### config.mk
export PLATFORM = sky130hd
export DESIGN_NAME = ccg_top
export DESIGN_NICKNAME = d
export VERILOG_FILES = /design/src/hdl/ccg_pkg.sv /design/src/hdl/ccg_top.sv
export VERILOG_INCLUDE_DIRS = /design/src /design/src/hdl
export SDC_FILE = /design/constraint.sdc
export NUM_CORES = 1
export LEC_CHECK = 0
export ABC_CLOCK_PERIOD_IN_PS = 1600
export BUFFER_PORTS_ARGS = -buffer_cell sky130_fd_sc_hd__clkbuf_2
export CORE_ASPECT_RATIO = 0.5
export CORE_MARGIN = 2
export CORE_UTILIZATION = 45
export DETAILED_ROUTE_END_ITERATION = 10
export PLACE_DENSITY_LB_ADDON = 0.2
export SYNTH_ARGS = -nofsm -noshare
export SYNTH_HDL_FRONTEND = slang
export SYNTH_SLANG_ARGS = --single-unit
### constraint.sdc
create_clock -name clk -period 1.6 [get_ports clk]
set_input_delay 0.08 -clock clk [delete_from_list [all_inputs] [get_ports clk]]
set_output_delay 0.08 -clock clk [all_outputs]
set_load 0.05 [all_outputs]
### src/hdl/ccg_map.svh
// register offsets, field positions, reset values and timing counts of the clock gating block
`ifndef CCG_MAP_SVH
`define CCG_MAP_SVH

`define CCG_CMD_BYTE_OP     3'b100
`define CCG_OFS_STATUS      5'h00
`define CCG_OFS_PCI_EN      5'h03
`define CCG_OFS_USB_FREE    5'h04
`define CCG_OFS_MID_EN      5'h05
`define CCG_OFS_MISC        5'h06
`define CCG_OFS_IDENT       5'h07

`define CCG_RST_PCI_EN      8'hff
`define CCG_RST_USB_FREE    8'h47
`define CCG_RST_MID_EN      8'hdf
`define CCG_RST_MISC        8'h03

`define CCG_BIT_SOFT_HALT   7
`define CCG_BIT_USB_DRIVE   7
`define CCG_BIT_USB_EN      6
`define CCG_POS_FREE_STOP   3
`define CCG_BIT_DOT_EN      7
`define CCG_BIT_VCH_MODE    5
`define CCG_BIT_TEST_MODE   5
`define CCG_BIT_SRC_200M    4
`define CCG_BIT_SPREAD      2
`define CCG_BIT_STAT_PCI    3
`define CCG_BIT_STAT_HOST   2

`define CCG_HALT_EDGES      2'd2
`define CCG_CLK_PERIOD_NS   25
`define CCG_RELOCK_NS       1800000

`endif

### src/hdl/ccg_pkg.sv
// shared types of the clock gating block
`default_nettype none
package ccg_pkg;
    typedef enum logic [1:0] {
        CCG_RUN,
        CCG_PD_ARM,
        CCG_DOWN,
        CCG_RELOCK
    } ccg_pd_state_t;
endpackage
`default_nettype wire

### src/hdl/ccg_top.sv
// output gating, stop and power-down sequencing with its control byte port
//
// How it works
// - soft halt bit low stops stoppable bus, free and serial clocks cleanly, except the serial comp, whose pulse can be cut short
// - pci enable byte bits 6..0 enable bus clocks 6..0, reset ones
// - usb byte bit 7 selects usb drive, 0 high, 1 low, reset zero
// - usb byte bit 6 enables the usb 48 MHz clock, reset enabled
// - usb byte bits 5..3 make free bus clocks 2..0 stoppable
// - usb byte bits 2..0 enable free bus clocks 2..0, reset ones
// - mid byte bit 7 enables dot clock, bits 4..0 mid clocks
// - mid byte bit 5 switches mid clock 4 to video hub mode
// - misc byte bit 5 puts frequency selects into test mode
// - misc byte bit 4 selects serial clock 100 or 200 MHz
// - misc byte bit 2 turns spread spectrum on
// - misc byte bits 1..0 enable reference clocks 1..0
// - identification byte returns fixed revision and maker codes
// - power-down input synchronised, then clocks held low except host true, pll off
// - after two low samples on comp rises, outputs held low, true high
// - reference clocks may take more than one cycle to stop
// - after power-down release clocks restart once a 1.8 ms relock count from the synchronised release ends
// - host stop taken on two true rises, true held high, comp undriven
// - host stop release resumes within two host cycles, no odd pulses
// - bus halt is pin OR soft bit, status bit 3 reads zero when halted
// - bus halt release restarts stoppable clocks within two periods
`default_nettype none
`include "ccg_map.svh"

module ccg_top #(
    parameter int RELOCK_CYCLES = `CCG_RELOCK_NS / `CCG_CLK_PERIOD_NS,
    parameter logic [3:0] REV_CODE   = 4'h3, // arbitrary value
    parameter logic [3:0] MAKER_CODE = 4'h5  // arbitrary value
) (
    // clock, reset, enable
    input  wire logic       clk,
    input  wire logic       resetn,
    input  wire logic       clk_en,
    // byte command port
    input  wire logic [7:0] reg_cmd,
    input  wire logic [7:0] reg_wdata,
    input  wire logic       reg_wr,
    input  wire logic       reg_rd,
    output logic      [7:0] reg_rdata_q,
    output logic            reg_ack_q,
    // system stop and power-down pins
    input  wire logic       bus_clock_halt_n,
    input  wire logic       host_clock_halt_n,
    input  wire logic       power_down_n,
    input  wire logic [2:0] host_stoppable,
    input  wire logic       src_stoppable,
    // ungated clock phases from the synthesizer
    input  wire logic       pci_phase,
    input  wire logic       mid_phase,
    input  wire logic       vch_phase,
    input  wire logic       usb_phase,
    input  wire logic       ref_phase,
    input  wire logic       src_phase,
    input  wire logic       host_phase,
    // gated clock outputs
    output logic      [6:0] bus_clock_q,
    output logic      [2:0] free_bus_clock_q,
    output logic      [4:0] mid_freq_clock_q,
    output logic            dot_pixel_48m_clock_q,
    output logic            usb_48m_clock_q,
    output logic      [1:0] ref_clock_q,
    output logic            serial_ref_true_q,
    output logic            serial_ref_comp_q,
    output logic      [2:0] host_clock_true_q,
    output logic      [2:0] host_clock_comp_q,
    output logic      [2:0] host_clock_comp_oe_q,
    // analog and mode controls
    output logic            pll_on_q,
    output logic            usb_low_drive_q,
    output logic            video_hub_mode_q,
    output logic            freq_select_test_q,
    output logic            src_200m_q,
    output logic            spread_on_q,
    output logic            bus_running_q
);

    localparam int NOUT = 20;

    // control bytes
    logic [7:0] pci_en_q, pci_en_d;
    logic [7:0] usb_free_q, usb_free_d;
    logic [7:0] mid_en_q, mid_en_d;
    logic [7:0] misc_q, misc_d;
    logic       pci_go;
    logic [7:0] rdata_d;
    logic       ack_d;
    logic       cmd_ok;
    logic [4:0] ofs;

    // byte commands outside the 100 pattern get no acknowledge
    always_comb begin
        ofs        = reg_cmd[4:0];
        cmd_ok     = (reg_cmd[7:5] == `CCG_CMD_BYTE_OP);
        pci_en_d   = pci_en_q;
        usb_free_d = usb_free_q;
        mid_en_d   = mid_en_q;
        misc_d     = misc_q;
        rdata_d    = reg_rdata_q;
        ack_d      = 1'b0;
        if (cmd_ok && reg_wr) begin
            ack_d = 1'b1;
            case (ofs)
                `CCG_OFS_PCI_EN:   pci_en_d   = reg_wdata;
                `CCG_OFS_USB_FREE: usb_free_d = reg_wdata;
                `CCG_OFS_MID_EN:   mid_en_d   = reg_wdata;
                `CCG_OFS_MISC:     misc_d     = reg_wdata;
                default:           ack_d      = 1'b1; // read-only or unmapped
            endcase
        end else if (cmd_ok && reg_rd) begin
            ack_d = 1'b1;
            case (ofs)
                `CCG_OFS_STATUS: begin
                    rdata_d = 8'h00;
                    rdata_d[`CCG_BIT_STAT_PCI]  = pci_go;
                    rdata_d[`CCG_BIT_STAT_HOST] = host_clock_halt_n;
                end
                `CCG_OFS_PCI_EN:   rdata_d = pci_en_q;
                `CCG_OFS_USB_FREE: rdata_d = usb_free_q;
                `CCG_OFS_MID_EN:   rdata_d = mid_en_q;
                `CCG_OFS_MISC:     rdata_d = misc_q;
                `CCG_OFS_IDENT:    rdata_d = {REV_CODE, MAKER_CODE};
                default:           rdata_d = 8'h00;
            endcase
        end
    end

    always_ff @(posedge clk) begin
        if (!resetn) begin
            pci_en_q    <= `CCG_RST_PCI_EN;
            usb_free_q  <= `CCG_RST_USB_FREE;
            mid_en_q    <= `CCG_RST_MID_EN;
            misc_q      <= `CCG_RST_MISC;
            reg_rdata_q <= 8'h00;
            reg_ack_q   <= 1'b0;
        end else if (clk_en) begin
            pci_en_q    <= pci_en_d;
            usb_free_q  <= usb_free_d;
            mid_en_q    <= mid_en_d;
            misc_q      <= misc_d;
            reg_rdata_q <= rdata_d;
            reg_ack_q   <= ack_d;
        end
    end

    // power-down: two-flop synchroniser, then sampling on comp rising edges
    ccg_pkg::ccg_pd_state_t pd_state_q, pd_state_d;
    logic        pd_s1_q, pd_s2_q;
    logic        host_ph_q;
    logic [16:0] relock_q, relock_d;
    logic        comp_rise, true_rise, pd_hold;

    assign comp_rise = host_ph_q && !host_phase;
    assign true_rise = !host_ph_q && host_phase;
    assign pd_hold   = (pd_state_q == ccg_pkg::CCG_DOWN) ||
                       (pd_state_q == ccg_pkg::CCG_RELOCK);

    always_comb begin
        pd_state_d = pd_state_q;
        relock_d   = relock_q;
        case (pd_state_q)
            ccg_pkg::CCG_RUN:
                if (comp_rise && !pd_s2_q) pd_state_d = ccg_pkg::CCG_PD_ARM;
            ccg_pkg::CCG_PD_ARM:
                if (comp_rise) begin
                    pd_state_d = pd_s2_q ? ccg_pkg::CCG_RUN : ccg_pkg::CCG_DOWN;
                end
            ccg_pkg::CCG_DOWN:
                if (pd_s2_q) begin
                    pd_state_d = ccg_pkg::CCG_RELOCK;
                    relock_d   = 17'(RELOCK_CYCLES - 1);
                end
            ccg_pkg::CCG_RELOCK: begin
                // relock time counts from the synchronised release
                if (relock_q == 17'h0_0000) pd_state_d = ccg_pkg::CCG_RUN;
                else relock_d = relock_q - 17'h0_0001;
            end
            default: pd_state_d = ccg_pkg::CCG_RUN;
        endcase
    end

    always_ff @(posedge clk) begin
        if (!resetn) begin
            pd_s1_q    <= 1'b1;
            pd_s2_q    <= 1'b1;
            host_ph_q  <= 1'b0;
            pd_state_q <= ccg_pkg::CCG_RUN;
            relock_q   <= 17'h0_0000;
        end else if (clk_en) begin
            pd_s1_q    <= power_down_n;
            pd_s2_q    <= pd_s1_q;
            host_ph_q  <= host_phase;
            pd_state_q <= pd_state_d;
            relock_q   <= relock_d;
        end
    end

    // host stop: taken after two true rising edges, released in the next high phase
    logic [1:0] hcnt_q, hcnt_d;
    logic [2:0] hstop_q, hstop_d;
    logic       hreq;
    logic [2:0] htrue_d, hcomp_d, hoe_d;

    always_comb begin
        hcnt_d = hcnt_q;
        if (host_clock_halt_n) hcnt_d = 2'd0;
        else if (true_rise && hcnt_q != `CCG_HALT_EDGES) hcnt_d = hcnt_q + 2'd1;
        hreq = (hcnt_q == `CCG_HALT_EDGES);
        for (int i = 0; i < 3; i++) begin
            hstop_d[i] = hstop_q[i];
            // change only in the high phase: stop holds high, restart keeps full pulse
            if (host_phase) hstop_d[i] = hreq && host_stoppable[i];
            htrue_d[i] = pd_hold || hstop_d[i] || host_phase;
            hcomp_d[i] = !htrue_d[i];
            hoe_d[i]   = !(pd_hold || hstop_d[i]);
        end
    end

    always_ff @(posedge clk) begin
        if (!resetn) begin
            hcnt_q               <= 2'd0;
            hstop_q              <= 3'b000;
            host_clock_true_q    <= 3'b000;
            host_clock_comp_q    <= 3'b000;
            host_clock_comp_oe_q <= 3'b000;
        end else if (clk_en) begin
            hcnt_q               <= hcnt_d;
            hstop_q              <= hstop_d;
            host_clock_true_q    <= htrue_d;
            host_clock_comp_q    <= hcomp_d & hoe_d;
            host_clock_comp_oe_q <= hoe_d;
        end
    end

    // single-ended and serial outputs: run conditions per output
    logic [NOUT-1:0] ph, en, stoppable, run;
    logic [NOUT-1:0] gate_q, gate_d, out_q, out_d;
    logic            src_comp_d, src_comp_q;

    assign pci_go    = bus_clock_halt_n && pci_en_q[`CCG_BIT_SOFT_HALT];
    assign ph        = {src_phase, {2{ref_phase}}, usb_phase, usb_phase,
                        (mid_en_q[`CCG_BIT_VCH_MODE] ? vch_phase : mid_phase),
                        {4{mid_phase}}, {3{pci_phase}}, {7{pci_phase}}};
    assign en        = {1'b1, misc_q[1:0], usb_free_q[`CCG_BIT_USB_EN],
                        mid_en_q[`CCG_BIT_DOT_EN], mid_en_q[4:0],
                        usb_free_q[2:0], pci_en_q[6:0]};
    assign stoppable = {src_stoppable, 9'h000,
                        usb_free_q[`CCG_POS_FREE_STOP +: 3], 7'h7f};

    // gates move only while the phase is low, so no runt or stretched pulse
    genvar g;
    generate
        for (g = 0; g < NOUT; g++) begin : g_out
            assign run[g]    = en[g] && !pd_hold && !(stoppable[g] && !pci_go);
            assign gate_d[g] = ph[g] ? gate_q[g] : run[g];
            assign out_d[g]  = ph[g] && gate_d[g];
        end
    endgenerate

    assign src_comp_d = !src_phase && gate_d[NOUT-1];

    always_ff @(posedge clk) begin
        if (!resetn) begin
            gate_q     <= '0;
            out_q      <= '0;
            src_comp_q <= 1'b0;
        end else if (clk_en) begin
            gate_q     <= gate_d;
            out_q      <= out_d;
            src_comp_q <= src_comp_d;
        end
    end

    assign bus_clock_q           = out_q[6:0];
    assign free_bus_clock_q      = out_q[9:7];
    assign mid_freq_clock_q      = out_q[14:10];
    assign dot_pixel_48m_clock_q = out_q[15];
    assign usb_48m_clock_q       = out_q[16];
    assign ref_clock_q           = out_q[18:17];
    assign serial_ref_true_q     = out_q[19];
    assign serial_ref_comp_q     = src_comp_q;

    // mode controls registered toward the analog side
    logic [6:0] mode_d;

    always_comb begin
        mode_d = {!pd_hold || pd_s2_q,                      // pll back on at release
                  usb_free_q[`CCG_BIT_USB_DRIVE],
                  mid_en_q[`CCG_BIT_VCH_MODE],
                  misc_q[`CCG_BIT_TEST_MODE],
                  misc_q[`CCG_BIT_SRC_200M],
                  misc_q[`CCG_BIT_SPREAD],
                  pci_go};
        if (pd_state_q == ccg_pkg::CCG_DOWN) mode_d[6] = pd_s2_q;
    end

    always_ff @(posedge clk) begin
        if (!resetn) begin
            {pll_on_q, usb_low_drive_q, video_hub_mode_q, freq_select_test_q,
             src_200m_q, spread_on_q, bus_running_q} <= 7'h41;
        end else if (clk_en) begin
            {pll_on_q, usb_low_drive_q, video_hub_mode_q, freq_select_test_q,
             src_200m_q, spread_on_q, bus_running_q} <= mode_d;
        end
    end

endmodule
`default_nettype wire

==> reports/metrics.yaml <==
place:
  placed_area_sq_um: 6320
  post-place-cells: 870
  dp_slack_ns: -0.0306
  io_buffer_count: 80
  gp_congestion: 0.841
  hpwl_mm: 9.83
grt:
  grt_max_degree: 70
  grt_use_met1_pct: 29.8
  grt_pass1_vias: 4643
  busiest_layer: "met2"
  grt_usage_pct: 22.7
  antenna_found_initial: 0
  grtUsageMet2_pct: 37.3
  grt-ovfl-total: 0
  grtUsageMet3_pct: 5.71
  grt_pass1_wl_mm: 23.2
setup_path:
  critPathKind: "flip-flop to flip-flop"
  arrival_ns: 1.87
  rr_worst_depth: 6
  timing.rr.start: "relock_q[1]"
  start_kind: "flip-flop"
  endpoint_kind: "flip-flop"
  crit_required_ns: 1.91
  reg2reg_setup_slack_ns: 0.03
  reg2reg_to: "relock_q[0]"
  path_max_fanout: 5
timing:
  finalCritPeriodShare_pct: 98.0
  setup_viol: 0
  postLayoutSetupSlackWorst_ns: 0.0312
  fmax_mhz: 637
  relSlewSlack_pct: 66.0
  min_period_ns: 1.57
  clock_skew_ns: 0.00910
  timing_hold_violations_final: 0
  rsz0062_at_grt: "true"
  worstMarginPinSlew_ns: 0.508
  slew_viol_final: 0
power_and_ir_drop:
  power_w: 0.00769
  power_per_cell_area_nw_per_um2: 1070
  p_leak_nw: 3.05
  ir_worst_vdd_mv: 0.686
final_layout:
  fillers: 1033
  final_cell_area_sq_um: 7200
  fin_cells: 919
  fin_nets: 778
  regArea_sq_um: 2510
  diodes: 0
  final_core_util_pct: 61.1
  syn_to_final_growth_pct: 32.7
  multi_input_area_sq_um: 2870
  drive_above_1_share_pct: 26.8
drt:
  drtIter0Drc: 335
  drc: 0
  ant_nets: 0
  vias_per_cell: 5.39
  first_pass_iters: 7
  vias: 4952
  detail_route.wl_per_cell_um: 15.6
  wirelength_mm: 14.3
floorplanning:
  core_area_sq_um: 11800
  die_w_um: 159
  dieArea_sq_um: 13000
  io_pins: 81
  initial_core_util_pct: 46.1
  rows: 28
  die_h_um: 81.6
logic_synthesis:
  synthAdderAreaFrac_pct: 0.461
  syn-num-nets: 654
  synth-compound-area-share_pct: 16.7
  syn-mean-instance-area_sq_um: 8.79
  synthSimpleGateAreaFrac_pct: 24.1
  synth_mux_area_share_pct: 8.58
  synthFlopType: "dfxtp_1"
  async_reset_ff_share_pct: 0
  ys_seq_area_share_pct: 46.1
  synth_edf_count: 0
  syn_area_sq_um: 5420
  synth_warnings: 0
  synth_cells: 617
  ys_types: 63
  synthXorXnorAreaFrac_pct: 0.161
  synth-seq-cells: 125
  synth_top_family_by_area: "simple AND/OR/NAND/NOR gates"
cts:
  numCtsBuffers: 17
  clkTransAtPathRegs_ns: 0.07
  tritoncts: "done"
  ctsHtreeMaxLevel: 4
  cts.sinks: 125
  cts-root-buf: "clkbuf_16"
  clkLatencyLatePin_ns: 0.42
  clock_path_buffers: 2
worst_hold_path:
  worstHoldEndpoint: "reg_ack_q"
  worstHoldPathType: "input port to flip-flop"
  worstHoldStart: "reg_cmd[5]"
  whs_path_depth: 4
outcome:
  outcome: "finished clean"
job:
  cap_violations: 0
[repair_timing]
item / 4_1_cts / 5_1_grt
buffers inserted: 0 / 2
endpoints found under the setup margin: 11 / 20
gates resized for setup: 4 / 23
pin swaps: 4 / 6
hold endpoints to repair: 43 / 0
hold buffers: 15 / 0
[layout make-up]
cell class	instances	area share, %
clock buffers	17	5.91
well taps	165	2.87
multi-input cells	440	39.8
inverters	13	0.678
flip-flops and latches	125	34.8
repair buffers	144	13.5
clock inverters	15	2.36
[worst max path at each step]
stage,from,endpoint,slack (ns),cells past startpoint
finish,relock_q[1],relock_q[0],0.03,6
global route,relock_q[8],relock_q[13],-0.05,5
CTS,relock_q[1],relock_q[10],-0.01,6
detailed placement,relock_q[1],relock_q[10],-0.03,6
global placement,relock_q[1],relock_q[7],0.001,6
floorplan,relock_q[12],relock_q[0],0.0001,4
[placed cells by master, fill, tap and decap left out, types with 4 or more instances in the layout]
| master | instances |
|---|---|
| clkbuf_16 | 17 |
| o21ai_0 | 17 |
| a211oi_1 | 8 |
| or3_1 | 9 |
| inv_1 | 9 |
| a22oi_1 | 11 |
| a31oi_1 | 6 |
| a21oi_1 | 46 |
| nand2b_1 | 10 |
| nor3_1 | 5 |
| dfxtp_1 | 122 |
| nand3b_1 | 7 |
| dlygate4sd3_1 | 15 |
| clkbuf_2 | 80 |
| o21ai_1 | 8 |
| nand3_1 | 35 |
| mux2i_1 | 42 |
| inv_6 | 5 |
| nand4_1 | 5 |
| buf_4 | 44 |
| o221ai_1 | 4 |
| mux2_2 | 4 |
| and3_1 | 4 |
| inv_8 | 5 |
| nand2_1 | 75 |
| nor3b_1 | 6 |
| buf_12 | 4 |
| a21o_1 | 4 |
| nor2_1 | 50 |
| nor2b_1 | 12 |
[cells by family (layout without fill, tap and decap cells)]
logic type / count (synthesis) / count (layout)
AOI/OAI and AO/OA: 140 / 140
DFF: 125 / 125
xor gates and xnor gates: 1 / 1
adders and majority gates: 2 / 2
muxes: 46 / 46
buffers and inverters: 52 / 189
and+or+nand+nor: 251 / 251
[power breakdown]
| part | switching [W] | internal [W] | leakage (nW) | total, W |
|---|---|---|---|---|
| logic | 0.000383 | 0.000218 | 1.75 | 0.000601 |
| registers | 0.0000385 | 0.00318 | 1.02 | 0.00322 |
| clock network | 0.00164 | 0.00223 | 0.288 | 0.00387 |
| total | 0.00206 | 0.00563 | 3.05 | 0.00769 |
[routing by layer]
metal | wire [um] | part of all wire [%]
met5 | 0 | 0
met4 | 189 | 1.3
met2 | 6550 | 46
met3 | 633 | 4.4
met1 | 6970 | 49
[through the flow]
step / hold slack, ns / setup TNS [ns]
after floorplan: 0.205 / 0
after global placement: 0.325 / 0
after detailed placement: 0.332 / -0.0811
after CTS: 0.0265 / -0.0250
after global routing: 0.0435 / -0.127
final: 0.0212 / 0
[worst max-delay path, cell delays in order (launching register included)]
cell     delay [ns]
dfxtp_2        0.33
inv_2          0.06
ha_4           0.13
nor3b_4        0.24
and4b_4        0.36
a21oi_4        0.08
o221a_1        0.25
[Yosys cell counts, types with 2 or more instances]
cell type | count | area [sq um]
mux2_2 | 4 | 45.0
nor2b_1 | 12 | 75.1
buf_2 | 8 | 40.0
buf_1 | 2 | 7.51
nand2_1 | 75 | 282
a2111oi_0 | 3 | 26.3
or3_1 | 9 | 56.3
nand4_2 | 2 | 25.0
nand2b_1 | 10 | 62.6
and4b_1 | 2 | 20.0
a211o_1 | 2 | 17.5
nand4b_1 | 2 | 17.5
o21a_1 | 3 | 22.5
a21oi_1 | 47 | 235
o2111ai_1 | 2 | 17.5
nor2_1 | 52 | 195
mux2i_1 | 42 | 420
a21o_1 | 4 | 30.0
nand3_1 | 38 | 190
o21ai_0 | 19 | 95.1
o211ai_1 | 2 | 15.0
or4_1 | 2 | 15.0
nand3b_1 | 7 | 52.6
nor4_1 | 4 | 25.0
o221ai_1 | 4 | 35.0
and4_1 | 3 | 26.3
clkbuf_1 | 29 | 109
a211oi_1 | 9 | 67.6
and3_1 | 4 | 25.0
inv_1 | 12 | 45.0
o31ai_1 | 3 | 22.5
a21boi_0 | 3 | 22.5
dfxtp_1 | 125 | 2500
a22oi_1 | 11 | 82.6
nand4_1 | 5 | 31.3
a311oi_1 | 2 | 17.5
o21ai_1 | 7 | 35.0
a31oi_1 | 6 | 37.5
o221a_1 | 2 | 22.5
o311ai_0 | 2 | 17.5
nor3_1 | 6 | 30.0
nor3b_1 | 9 | 67.6
ha_1 | 2 | 25.0
(Power assumes the default switching activity.)
